==> config.mk <==
export PLATFORM = sky130hd
export DESIGN_NAME = dma_configuration_slice
export DESIGN_NICKNAME = d
export VERILOG_FILES = /design/src/include/dma_cfg_pkg.sv /design/src/hw/dma_configuration_slice.sv /design/src/hw/request_pacer.sv
export SDC_FILE = /design/constraint.sdc
export NUM_CORES = 1
export LEC_CHECK = 0
export BUFFER_PORTS_ARGS = -buffer_cell sky130_fd_sc_hd__buf_2
export CORE_MARGIN = 3
export CORE_UTILIZATION = 50
export CTS_CLUSTER_DIAMETER = 200
export DETAILED_ROUTE_END_ITERATION = 16
export GPL_TIMING_DRIVEN = 0
export PLACE_DENSITY = 0.82
export SYNTH_ARGS = -nofsm -noshare
export SYNTH_HDL_FRONTEND = slang
export SYNTH_SLANG_ARGS = --single-unit
export TNS_END_PERCENT = 5
==> constraint.sdc <==
create_clock -name ref_clk -period 3 [get_ports ref_clk]
set_input_delay 0.6 -clock ref_clk [delete_from_list [all_inputs] [get_ports ref_clk]]
set_output_delay 0.6 -clock ref_clk [all_outputs]
set_load 0.02 [all_outputs]
==> src/include/dma_cfg_pkg.sv <==
// package: register map, field layout and pacing constants for the dma config slice
package dma_cfg_pkg;
    // ========================================================================
    // register offsets (byte addresses)
    localparam logic [7:0] OFF_CONFIGURATION = 8'h10;
    localparam logic [7:0] OFF_IRQ_STATUS = 8'h20;
    localparam logic [7:0] OFF_IRQ_MASK = 8'h24;
    // ========================================================================
    // configuration field positions
    localparam int POS_SWAP = 20;
    localparam int POS_BURST_INHIBIT = 19;
    localparam int POS_SPACING_LO = 11;
    localparam int POS_ERR_IE = 10;
    localparam int POS_CHAIN_IE = 9;
    localparam int POS_XFER_IE = 8;
    localparam int POS_ACTIVE = 6;
    localparam int POS_MODE_LO = 2;
    localparam int POS_DIR = 1;
    // writable bits: 21 (fifo reset), 20, 19, 13:8, 6, 3:2, 1
    localparam logic [31:0] CFG_WRITE_MASK = 32'h0038_3f4e;
    localparam logic [31:0] CFG_RESET = 32'h0000_0000;
    localparam logic [31:0] MASK_RESET = 32'h0000_0000;
    // ========================================================================
    // status bit positions
    localparam int ST_ERR = 0;
    localparam int ST_CHAIN = 1;
    localparam int ST_XFER = 2;
    // ========================================================================
    // spacing: code n (1..7) gives a gap of 2^(n+3) clocks
    localparam int SPACING_BASE_SHIFT = 3;
    localparam int GAP_W = 11;
    // ========================================================================
    // carriers
    typedef struct packed {
        logic [7:0] addr;
        logic [31:0] wdata;
        logic wr;
        logic rd;
    } reg_req_t;
    typedef struct packed {
        logic xfer_start;  // core begins a transfer
        logic xfer_done;   // data transfer ended normally
        logic chain_done;  // descriptor chain ended
        logic xfer_error;  // transfer stopped on error
        logic txn_end;     // one system-bus dma transaction ended
        logic txn_is_chain;  // that request is a descriptor fetch
        logic burst_ok;    // alignment and count would allow a burst
    } core_evt_t;
    typedef struct packed {
        logic active;
        logic [1:0] mode;
        logic dir;
        logic swap;
        logic fifo_reset;
        logic req_allow;   // system bus may be requested now
        logic burst_allow; // burst permitted for the pending request
    } core_ctl_t;
endpackage

==> src/hw/dma_configuration_slice.sv <==
// module: dma configuration register, burst gating, pacing and interrupts
`timescale 1ns/1ps
module dma_configuration_slice
    import dma_cfg_pkg::*;
(
    input wire logic ref_clk,
    input wire logic reset,
    input dma_cfg_pkg::reg_req_t bus_req,
    output logic [31:0] rdata,
    input dma_cfg_pkg::core_evt_t core_evt,
    output dma_cfg_pkg::core_ctl_t core_ctl,
    output logic irq
);
    import dma_cfg_pkg::*;

    // ========================================================================
    // register state
    logic [31:0] cfg_ff;
    logic [31:0] nxt_cfg;
    logic [2:0] status_ff;
    logic [2:0] nxt_status;
    logic [2:0] mask_ff;
    logic [2:0] nxt_mask;
    logic [31:0] rdata_ff;
    logic [31:0] nxt_rdata;
    logic [2:0] evt_vec;
    logic [2:0] enables;
    logic pacer_allow;

    // events qualified by their configuration enables
    assign enables = {cfg_ff[POS_XFER_IE], cfg_ff[POS_CHAIN_IE],
        cfg_ff[POS_ERR_IE]};
    always_comb
    begin
        evt_vec = '0;
        evt_vec[ST_ERR] = core_evt.xfer_error & enables[0];
        evt_vec[ST_CHAIN] = core_evt.chain_done & enables[1];
        evt_vec[ST_XFER] = core_evt.xfer_done & enables[2];
    end

    // ========================================================================
    // next register values
    always_comb
    begin
        nxt_cfg = cfg_ff;
        nxt_status = status_ff;
        nxt_mask = mask_ff;
        nxt_rdata = '0;
        if (bus_req.wr && bus_req.addr == OFF_CONFIGURATION)
            nxt_cfg = bus_req.wdata & CFG_WRITE_MASK;
        else if (bus_req.wr && bus_req.addr == OFF_IRQ_MASK)
            nxt_mask = bus_req.wdata[2:0];
        // core-driven active bit: start sets, end or error clears
        if (core_evt.xfer_start)
            nxt_cfg[POS_ACTIVE] = 1'b1;
        if (core_evt.xfer_done || core_evt.xfer_error)
            nxt_cfg[POS_ACTIVE] = 1'b0;
        if (bus_req.rd)
        begin
            unique case (bus_req.addr)
                OFF_CONFIGURATION: nxt_rdata = cfg_ff;
                OFF_IRQ_STATUS: nxt_rdata = {29'h0, status_ff};
                OFF_IRQ_MASK: nxt_rdata = {29'h0, mask_ff};
                default: nxt_rdata = '0;
            endcase
            if (bus_req.addr == OFF_IRQ_STATUS)
                nxt_status = '0; // read clears
        end
        nxt_status = nxt_status | evt_vec; // set wins over read clear
    end

    always_ff @(posedge ref_clk or posedge reset)
    begin
        if (reset)
        begin
            cfg_ff <= CFG_RESET;
            status_ff <= '0;
            mask_ff <= MASK_RESET[2:0];
            rdata_ff <= '0;
        end
        else
        begin
            cfg_ff <= nxt_cfg;
            status_ff <= nxt_status;
            mask_ff <= nxt_mask;
            rdata_ff <= nxt_rdata;
        end
    end

    // ========================================================================
    // request pacing
    request_pacer u_pacer (
        .ref_clk(ref_clk),
        .reset(reset),
        .spacing(cfg_ff[POS_SPACING_LO +: 3]),
        .txn_end(core_evt.txn_end),
        .req_allow(pacer_allow)
    );

    // ========================================================================
    // controls to the engine core
    always_comb
    begin
        core_ctl.active = cfg_ff[POS_ACTIVE];
        core_ctl.mode = cfg_ff[POS_MODE_LO +: 2];
        core_ctl.dir = cfg_ff[POS_DIR];
        core_ctl.swap = cfg_ff[POS_SWAP];
        core_ctl.fifo_reset = cfg_ff[21];
        core_ctl.req_allow = pacer_allow;
        if (core_evt.txn_is_chain)
            core_ctl.burst_allow = core_evt.burst_ok;
        else
            core_ctl.burst_allow = core_evt.burst_ok
                & (cfg_ff[POS_MODE_LO +: 2] != 2'h0)
                & ~cfg_ff[POS_BURST_INHIBIT];
    end

    assign rdata = rdata_ff;
    assign irq = |(status_ff & mask_ff);
endmodule // dma_configuration_slice

==> src/hw/request_pacer.sv <==
// module: gap timer spacing system-bus dma transactions
`timescale 1ns/1ps
module request_pacer
    import dma_cfg_pkg::*;
(
    input wire logic ref_clk,
    input wire logic reset,
    input wire logic [2:0] spacing,
    input wire logic txn_end,
    output logic req_allow
);
    logic [GAP_W-1:0] gap_ff;
    logic [GAP_W-1:0] nxt_gap;

    // gap length in clocks for a spacing code
    function automatic logic [GAP_W-1:0] gap_len(input logic [2:0] code);
        if (code == 3'h0)
            return '0;
        // widen the shift amount: code 7 plus the base would wrap in 3 bits
        return GAP_W'(1) << (4'(code) + 4'(SPACING_BASE_SHIFT));
    endfunction

    // load on transaction end, count down to zero
    always_comb
    begin
        nxt_gap = gap_ff;
        if (txn_end)
            nxt_gap = gap_len(spacing);
        else if (gap_ff != '0)
            nxt_gap = gap_ff - GAP_W'(1);
    end

    always_ff @(posedge ref_clk or posedge reset)
    begin
        if (reset)
            gap_ff <= '0;
        else
            gap_ff <= nxt_gap;
    end

    assign req_allow = (gap_ff == '0);
endmodule // request_pacer

Word level (Yosys, flattened, before mapping)
Cells that the tools add are included.
Operators by class
  shift-type cells: 1
  add/subtract/negate cells: 2
  reduce and logical (&&, ||, !) cells: 11
  equality and inequality tests: 3
  multiplexer cells: 14
  bitwise gates (word level): 9
Operator list (number)
  22-bit case mux with 3 select lines: 1
  11-bit 2-to-1 mux: 4
  22-bit 2-to-1 mux: 1
  8-bit by 6-bit equality test with 1-bit output (second input constant): 2
  11-bit zero test: 1
  11-bit nonzero test: 1
  1-bit by 4-bit << shifter with 11-bit output (first input constant): 1
  11-bit by 1-bit subtractor with 11-bit output (second input constant): 1
  8-bit by 5-bit equality test with 1-bit output (second input constant): 1
  7-bit 2-to-1 mux: 1
  3-bit 2-to-1 mux: 2
  1-bit AND: 5
  1-bit 2-to-1 mux: 5
  3-bit by 2-bit adder with 4-bit output (second input constant): 1
  2-bit nonzero test: 2
  3-bit AND: 1
  3-bit zero test: 1
  3-bit bitwise OR: 1
  3-bit nonzero test: 1
  3-bit OR reduction: 1
  1-bit logical AND: 2
  1-bit NOT: 2
  2-bit AND reduction: 1
  1-bit logical OR: 1
Word-level totals
  bits in registers: 62
  word-level logic and storage cells: 46
  input port bits: 51
  output and inout bits: 41

Depth between registers and ports, before layout
Gate-level depths: netlist of the first run.
  depth after elaboration: 5
  gate-level depth with buffers: 6
  depth with buffers taken out: 6

By module
Synthesis of the first run repeated with hierarchy kept, for this count alone.
Unflattened totals
  cell total of the unflattened synthesis: 198
  area total of the unflattened synthesis: 2240.9 um^2
Modules (own cells, without submodules)
  dma_configuration_slice: times used 1, cells an instance 126, area an instance 1540.2 um^2
  request_pacer: times used 1, cells an instance 72, area an instance 700.7 um^2

Least setup slack after synthesis of the first run
Ideal clock, no wire load.
  path kind: register -> output
  start point: register u_pacer.gap_ff[0]
  end point: output port core_ctl[1] (netlist bit)
  cell stages (with the launch flop): 7
  path buffers: 1
  arrival: 1.394 ns
  setup slack: 1.006 ns
  cell sequence: dfrtp_1 -> inv_1 -> ha_1 -> nor2b_1 -> nand3_1 -> inv_1 -> buf_4
On the way
  cells in the longest elaborated chain, start to end: 1
RTL lines
  start: declaration: line request_pacer.sv:12  | logic [GAP_W-1:0] gap_ff;
  start signal: assignment: line request_pacer.sv:38  | gap_ff <= nxt_gap;
  11-bit zero test: line request_pacer.sv:41  | assign req_allow = (gap_ff == '0);
  end: declaration: line dma_configuration_slice.sv:11  | output dma_cfg_pkg::core_ctl_t core_ctl,
No other way between the ends.

Final worst setup path of the first run
Ends and elaborated chain as after synthesis.

==> results.py, run 1 <==
metrics = {
    "detailed_routing": {
        "postRouteAntennaNets": 0,
        "first_iter_violations": 59,
        "route.detailed.drc": 0,
        "drt_pass1_iterations": 4,
        "wl_um": 4260,
        "viasPerCell": 4.91,
        "num_vias": 1570,
        "post_drt_wl_per_cell_um": 13.3,
    },
    "finish": {
        "multi_input_area_um2": 927,
        "final-seq-area_um2": 1100,
        "nNetsFinal": 321,
        "area_delta_synth_final_pct": 23.3,
        "antennaDiodeCount": 0,
        "drive_gt1_frac": 0.400,
        "fill_cells": 317,
        "fin_area_um2": 2710,
        "fin_util": 0.659,
    },
    "grt": {
        "grt_first_pass_wirelength_um": 6750,
        "grt_remaining_overflow": 0,
        "grt_usage": 0.169,
        "grt_pass1_vias": 1393,
        "antenna_found_initial": 0,
        "grt_start_max_net_pins": 45,
    },
    "sta": {
        "fin_tns_setup_ns": 0,
        "period_needed_ns": 2.67,
        "hold_ws_ns": 0.464,
        "tightest_slew_ns": 0.867,
        "max_freq_mhz": 375,
        "hold_viol_final": 0,
        "rsz0062_at_grt": "false",
        "slew_headroom": 0.421,
        "layout_setup_ws_ns": 0.330,
        "fin_skew_ns": 0.00897,
        "post-route-period-util": 0.890,
        "report.final.setup_viol": 0,
        "drv_slew": 0,
    },
    "worst_setup_path": {
        "r2r_cells": 6,
        "critPathCaptureType": "output port",
        "cp.depth": 7,
        "crit_buf_inv": 4,
        "startpoint": "u_pacer.gap_ff[0]",
        "crit_arrival_ns": 2.07,
        "r2r_start": "u_pacer.gap_ff[0]",
        "critPathTopFamily": "simple AND/OR/NAND/NOR gates",
        "reg2reg_slack_ns": 1.16,
        "crit_end": "core_ctl[1]",
        "cp_slowest_cell": "dfrtp_1",
        "cpPeakStageDelay_ns": 0.42,
        "worstPathMaxFanout": 8,
        "cp_data_required_time_ns": 2.40,
        "r2r-end": "u_pacer.gap_ff[4]",
        "cp_common_cell": "inv_1",
        "crit_chain": "inv_1 -> ha_1 -> nor2b_1 -> nand3_1 -> inv_1 -> buf_4 -> buf_2",
        "path_class": "flop to output port",
        "cp-start-kind": "flop",
    },
    "logic_synthesis": {
        "ys_ff_latch": 44,
        "ys_warn_count": 0,
        "synth_area_leaders": "dfrtp_1, buf_4, mux2_4",
        "yosys.area.top_type": "dfrtp_1",
        "postSynthCellCount": 191,
        "synth_flop_cell": "dfrtp_1",
        "syn_area_um2": 2200,
        "syn_area_per_cell_um2": 11.5,
        "synth_edf_count": 0,
        "ys_seq_area_frac": 0.500,
        "async_flop_share": 1.00,
        "synth_top_area_frac": 0.500,
        "ys_types": 44,
    },
    "floorplan": {
        "core_area_um2": 4120,
        "start_util": 0.535,
        "die_w_um": 72.3,
        "rows": 23,
        "die_h_um": 72.3,
        "io_pins": 92,
        "die-area_um2": 5230,
    },
    "clock_network": {
        "cts_buffer_depth": 2,
        "clock_latency_ns": 0.30,
        "clk_pin_slew_ns": 0.09,
        "cts_tree": "built",
        "post-cts-setup-buffer-count": 0,
        "hold_buffers": 0,
        "cts-resized-gates": 0,
        "cts.sinks": 44,
        "cts_root_buffer": "clkbuf_8",
        "cts-htree-levels": 2,
        "cts_made_buffers": 5,
    },
    "place": {
        "dpl_cell_area_um2": 2600,
        "portBuffers": 54,
        "dp_hpwl_um": 3240,
        "place.gp.congestion": 0.795,
        "dp_slack_ns": 0.668,
    },
    "power_and_ir_drop": {
        "irDropWorstVdd_mv": 0.308,
        "p_per_area_nw_per_um2": 640,
        "p_leak_nw": 1.50,
    },
    "run_status": {
        "status": "complete, no violations",
    },
    "min_path": {
        "worstHoldPathType": "input port to flop",
    },
    "flow_run": {
        "maxCapViolCount": 0,
    },
}
==> sequential cells by signal, summed over array words and instances, names as in the netlist <==
signal / count
u_pacer.gap_ff: 11
cfg_ff: 13
rdata: 14
status_ff: 3
mask_ff: 3
==> cell type report <==
type / instances / area share
plain buffers: 28 / 0.0761
clock buffers: 5 / 0.0254
well taps: 50 / 0.0231
inverters: 8 / 0.0111
repair buffers: 54 / 0.0996
multi-input cells: 128 / 0.342
clock inverters: 3 / 0.0171
flip-flops and latches: 44 / 0.406
==> stage by stage <==
step	power [mW]	instances
floorplan	1.17	208
global placement	1.28	312
detailed placement	1.29	312
CTS	1.75	320
global route	1.85	320
finish	1.74	320
==> routing by layer <==
metal	wire [µm]	GRT usage	share of wire
met5	0	0	0
met3	220	0.0429	0.052
met2	2100	0.262	0.49
met4	65	0.0668	0.015
met1	1870	0.228	0.44
==> kinds of logic (layout without fill, tap and decap cells) <==
| family | after synthesis | after routing | synth area share |
|---|---|---|---|
| other | 1 | 18 | 0.00170 |
| AND/OR/NAND/NOR | 61 | 61 | 0.166 |
| adder cells (fa/ha/maj) | 1 | 1 | 0.00568 |
| multiplexers | 23 | 23 | 0.131 |
| XOR/XNOR | 2 | 2 | 0.00796 |
| buffers and inverters | 36 | 98 | 0.107 |
| AO/OA/AOI/OAI | 23 | 23 | 0.0796 |
| flip-flops | 44 | 44 | 0.500 |
==> cell usage after synthesis, types with 2 or more instances <==
cell type  instances
xnor2_1            2
buf_4             25
mux2i_1            6
a31oi_1            2
nand2_1           10
mux2_1             3
a211oi_1           2
nor3_1             3
mux2_2             4
nand3b_1           2
dfrtp_1           44
inv_1              8
nand3_1            4
nor4_2             2
a22oi_1            2
and2_1            12
a22o_1             3
a21oi_1            2
nor2_1            17
mux2_4            10
nand2b_1           2
o32ai_1            4
==> power breakdown <==
group | switching [mW] | internal [mW]
Combinational | 0.281 | 0.247
Clock | 0.202 | 0.251
Sequential | 0.0869 | 0.669
Total | 0.570 | 1.17
==> cell usage in the layout (no fill, tap or decap), types with 2 or more instances in the layout <==
cell / netlist / final
buf_2: 0 / 54
dfrtp_1: 44 / 44
buf_4: 25 / 25
conb_1: 1 / 18
nor2_1: 17 / 17
and2_1: 12 / 12
nand2_1: 10 / 10
mux2_4: 10 / 10
inv_1: 8 / 7
mux2i_1: 6 / 6
clkbuf_8: 0 / 5
o32ai_1: 4 / 4
nand3_1: 4 / 4
mux2_2: 4 / 4
nor3_1: 3 / 3
mux2_1: 3 / 3
a22o_1: 3 / 3
nor4_2: 2 / 2
a211oi_1: 2 / 2
xnor2_1: 2 / 2
a22oi_1: 2 / 2
nand3b_1: 2 / 2
nand2b_1: 2 / 2
a31oi_1: 2 / 2
a21oi_1: 2 / 2
==> worst min path at each step <==
stage                      endpoint   startpoint  cells past startpoint
after floorplan           rdata[21]   cfg_ff[21]                      1
after global placement    rdata[21]   cfg_ff[21]                      1
after detailed placement  rdata[20]   cfg_ff[20]                      1
after CTS                 cfg_ff[6]  core_evt[5]                      2
after global routing      cfg_ff[6]  core_evt[5]                      2
final                     cfg_ff[6]  core_evt[5]                      2
Power figures use the tool's default switching activity.
==> inputs of run 2 (changes only) <==
--- a/config.mk
+++ b/config.mk
@@ -5,12 +5,14 @@
 export SDC_FILE = /design/constraint.sdc
 export NUM_CORES = 1
 export LEC_CHECK = 0
+export ABC_AREA = 1
 export BUFFER_PORTS_ARGS = -buffer_cell sky130_fd_sc_hd__buf_2
 export CORE_MARGIN = 3
 export CORE_UTILIZATION = 50
 export CTS_CLUSTER_DIAMETER = 200
 export DETAILED_ROUTE_END_ITERATION = 16
 export GPL_TIMING_DRIVEN = 0
+export MAX_ROUTING_LAYER = met4
 export PLACE_DENSITY = 0.82
 export SYNTH_ARGS = -nofsm -noshare
 export SYNTH_HDL_FRONTEND = slang
==> run 2 against run 1 <==
Sequential cell count unchanged. Worst setup slack better by 0.36 ns. Register-to-register slack better by 0.34 ns. Power fell by 10%. Via count increased by 20%. First-iteration DRC count grew 75%. Critical endpoint unchanged.
==> results.py, run 2 <==
metrics = {
    "worst_setup_path": {
        "cp-start-kind": "flop",
        "cp_data_required_time_ns": 2.40,
        "cp_slowest_cell": "dfrtp_1",
        "path_class": "flop to output port",
        "crit_buf_inv": 4,
        "critPathTopFamily": "simple AND/OR/NAND/NOR gates",
        "crit_arrival_ns": 1.71,
        "critPathCaptureType": "output port",
        "cp_common_cell": "inv_1",
        "startpoint": "u_pacer.gap_ff[0]",
        "worstPathMaxFanout": 5,
        "r2r_start": "u_pacer.gap_ff[0]",
        "crit_chain": "inv_1 -> ha_1 -> nand2_1 -> nor2_2 -> nand4_1 -> inv_1 -> buf_4 -> buf_2",
        "cpPeakStageDelay_ns": 0.37,
    },
    "sta": {
        "slew_headroom": 0.425,
        "hold_ws_ns": 0.484,
        "fin_skew_ns": 0.00576,
        "max_freq_mhz": 432,
        "tightest_slew_ns": 0.862,
        "hold_viol_final": 0,
        "report.final.setup_viol": 0,
        "fin_tns_setup_ns": 0,
        "rsz0062_at_grt": "false",
        "drv_slew": 0,
        "post-route-period-util": 0.771,
        "period_needed_ns": 2.31,
    },
    "grt": {
        "grt_remaining_overflow": 0,
        "top_usage_layer": "met2",
        "grt_usage": 0.189,
        "grt_first_pass_wirelength_um": 7510,
        "met3_usage": 0.0606,
        "grt_start_max_net_pins": 45,
        "use_met2": 0.311,
        "antenna_found_initial": 0,
        "grt_util_met1": 0.217,
        "grt_pass1_vias": 1810,
    },
    "logic_synthesis": {
        "async_flop_share": 1.00,
        "ys_types": 23,
        "ys_ff_latch": 44,
        "synth_edf_count": 0,
        "synth_top_area_frac": 0.492,
        "syn_area_per_cell_um2": 8.02,
        "postSynthCellCount": 279,
        "synth_area_leaders": "dfrtp_1, buf_4, nand2_1",
        "syn_area_um2": 2240,
        "synth.most_common_cell": "nand2_1",
        "yosys.area.top_type": "dfrtp_1",
        "synth_flop_cell": "dfrtp_1",
        "ys_warn_count": 0,
        "ys_seq_area_frac": 0.492,
        "synth_commonest_cells": "nand2_1, inv_1, dfrtp_1",
    },
    "power_and_ir_drop": {
        "irDropWorstVdd_mv": 0.305,
        "p_leak_nw": 1.65,
        "finalPower_mw": 1.56,
        "p_per_area_nw_per_um2": 574,
    },
    "floorplan": {
        "rows": 23,
        "core_area_um2": 4140,
        "die-area_um2": 5310,
        "io_pins": 92,
        "start_util": 0.540,
        "die_h_um": 72.9,
        "die_w_um": 72.9,
    },
    "finish": {
        "nNetsFinal": 410,
        "area_delta_synth_final_pct": 21.6,
        "fill_cells": 355,
        "drive_gt1_frac": 0.277,
        "antennaDiodeCount": 0,
        "fin_util": 0.656,
        "layout_common_cells": "buf_2, nand2_1, inv_1",
        "largest_register_ffs": 14,
        "final_common_cell": "buf_2",
    },
    "detailed_routing": {
        "post_drt_wl_per_cell_um": 11.0,
        "route.detailed.drc": 0,
        "drt_pass1_iterations": 4,
        "postRouteAntennaNets": 0,
        "num_vias": 1889,
        "wl_um": 4490,
        "viasPerCell": 4.63,
        "first_iter_violations": 103,
    },
    "clock_network": {
        "cts-resized-gates": 0,
        "hold_buffers": 0,
        "cts-htree-levels": 2,
        "cts_buffer_depth": 2,
        "clock_latency_ns": 0.29,
        "cts_made_buffers": 5,
        "cts_root_buffer": "clkbuf_8",
        "cts.sinks": 44,
        "post-cts-setup-buffer-count": 0,
        "clk_pin_slew_ns": 0.07,
        "cts_tree": "built",
    },
    "min_path": {
        "worstHoldPathType": "input port to asynchronous set/reset pin",
    },
    "place": {
        "dp_hpwl_um": 3560,
        "place.gp.congestion": 0.906,
        "portBuffers": 55,
    },
    "flow_run": {
        "maxCapViolCount": 0,
    },
    "run_status": {
        "status": "complete, no violations",
    },
}
[run 2: cell types whose count changed after synthesis, moves of 6 or more]
cell	delta
mux2i_1	-6
nand3_1	+16
a21oi_1	+14
and2_1	-12
nand2_1	+39
mux2_4	-10
nor2_1	+24
inv_1	+38
o21ai_0	+12
[run 2: final timing paths]
check                           cells past startpoint           endpoint  slack (ns)
worst min-delay path                                2           rdata[0]        0.48
worst max-delay path                                8        core_ctl[1]        0.69
min in group ref_clk                                2       status_ff[1]        0.51
worst min register to register                      2       status_ff[1]        0.51
max in group asynchronous                           2         mask_ff[2]        1.98
worst max register to register                      7  u_pacer.gap_ff[9]        1.50
[run 2: routing by layer]
metal | wire length, µm | part of all wire
met1 | 1800 | 0.40
met2 | 2310 | 0.51
met3 | 298 | 0.066
met4 | 83 | 0.018
met5 | 0 | 0
[run 2: kinds of logic after synthesis]
logic type,after synthesis,synth area share
AND/OR/NAND/NOR,121,0.232
adder cells (fa/ha/maj),1,0.00559
other,1,0.00168
buffers and inverters,75,0.177
XOR/XNOR,2,0.00783
AO/OA/AOI/OAI,35,0.0844
flip-flops,44,0.492
[run 2: cell type report]
cell class / instances / area, µm² / area share
Clock buffer: 5 / 68.8 / 0.0253
Clock inverter: 2 / 12.5 / 0.00460
Inverter: 46 / 173 / 0.0635
Multi-Input combinational cell: 177 / 805 / 0.296
Timing Repair Buffer: 55 / 275 / 0.101
Tap cell: 50 / 62.6 / 0.0230
Sequential cell: 44 / 1100 / 0.405
Buffer: 29 / 223 / 0.0819
[run 2: metrics by stage]
stage               setup WS, ns  instances  instance area, µm²
finish                     0.686        408                2720
detailed placement         0.986        401                2640
floorplan                   1.24        296                2300
global placement           0.851        401                2640
CTS                        0.661        408                2720
global route               0.520        408                2720
[run 2: where the power goes]
part	switching (mW)	internal, mW	total (mW)
Sequential	0.0555	0.666	0.721
Combinational	0.312	0.181	0.493
Clock	0.190	0.157	0.347
Total	0.557	1.00	1.56
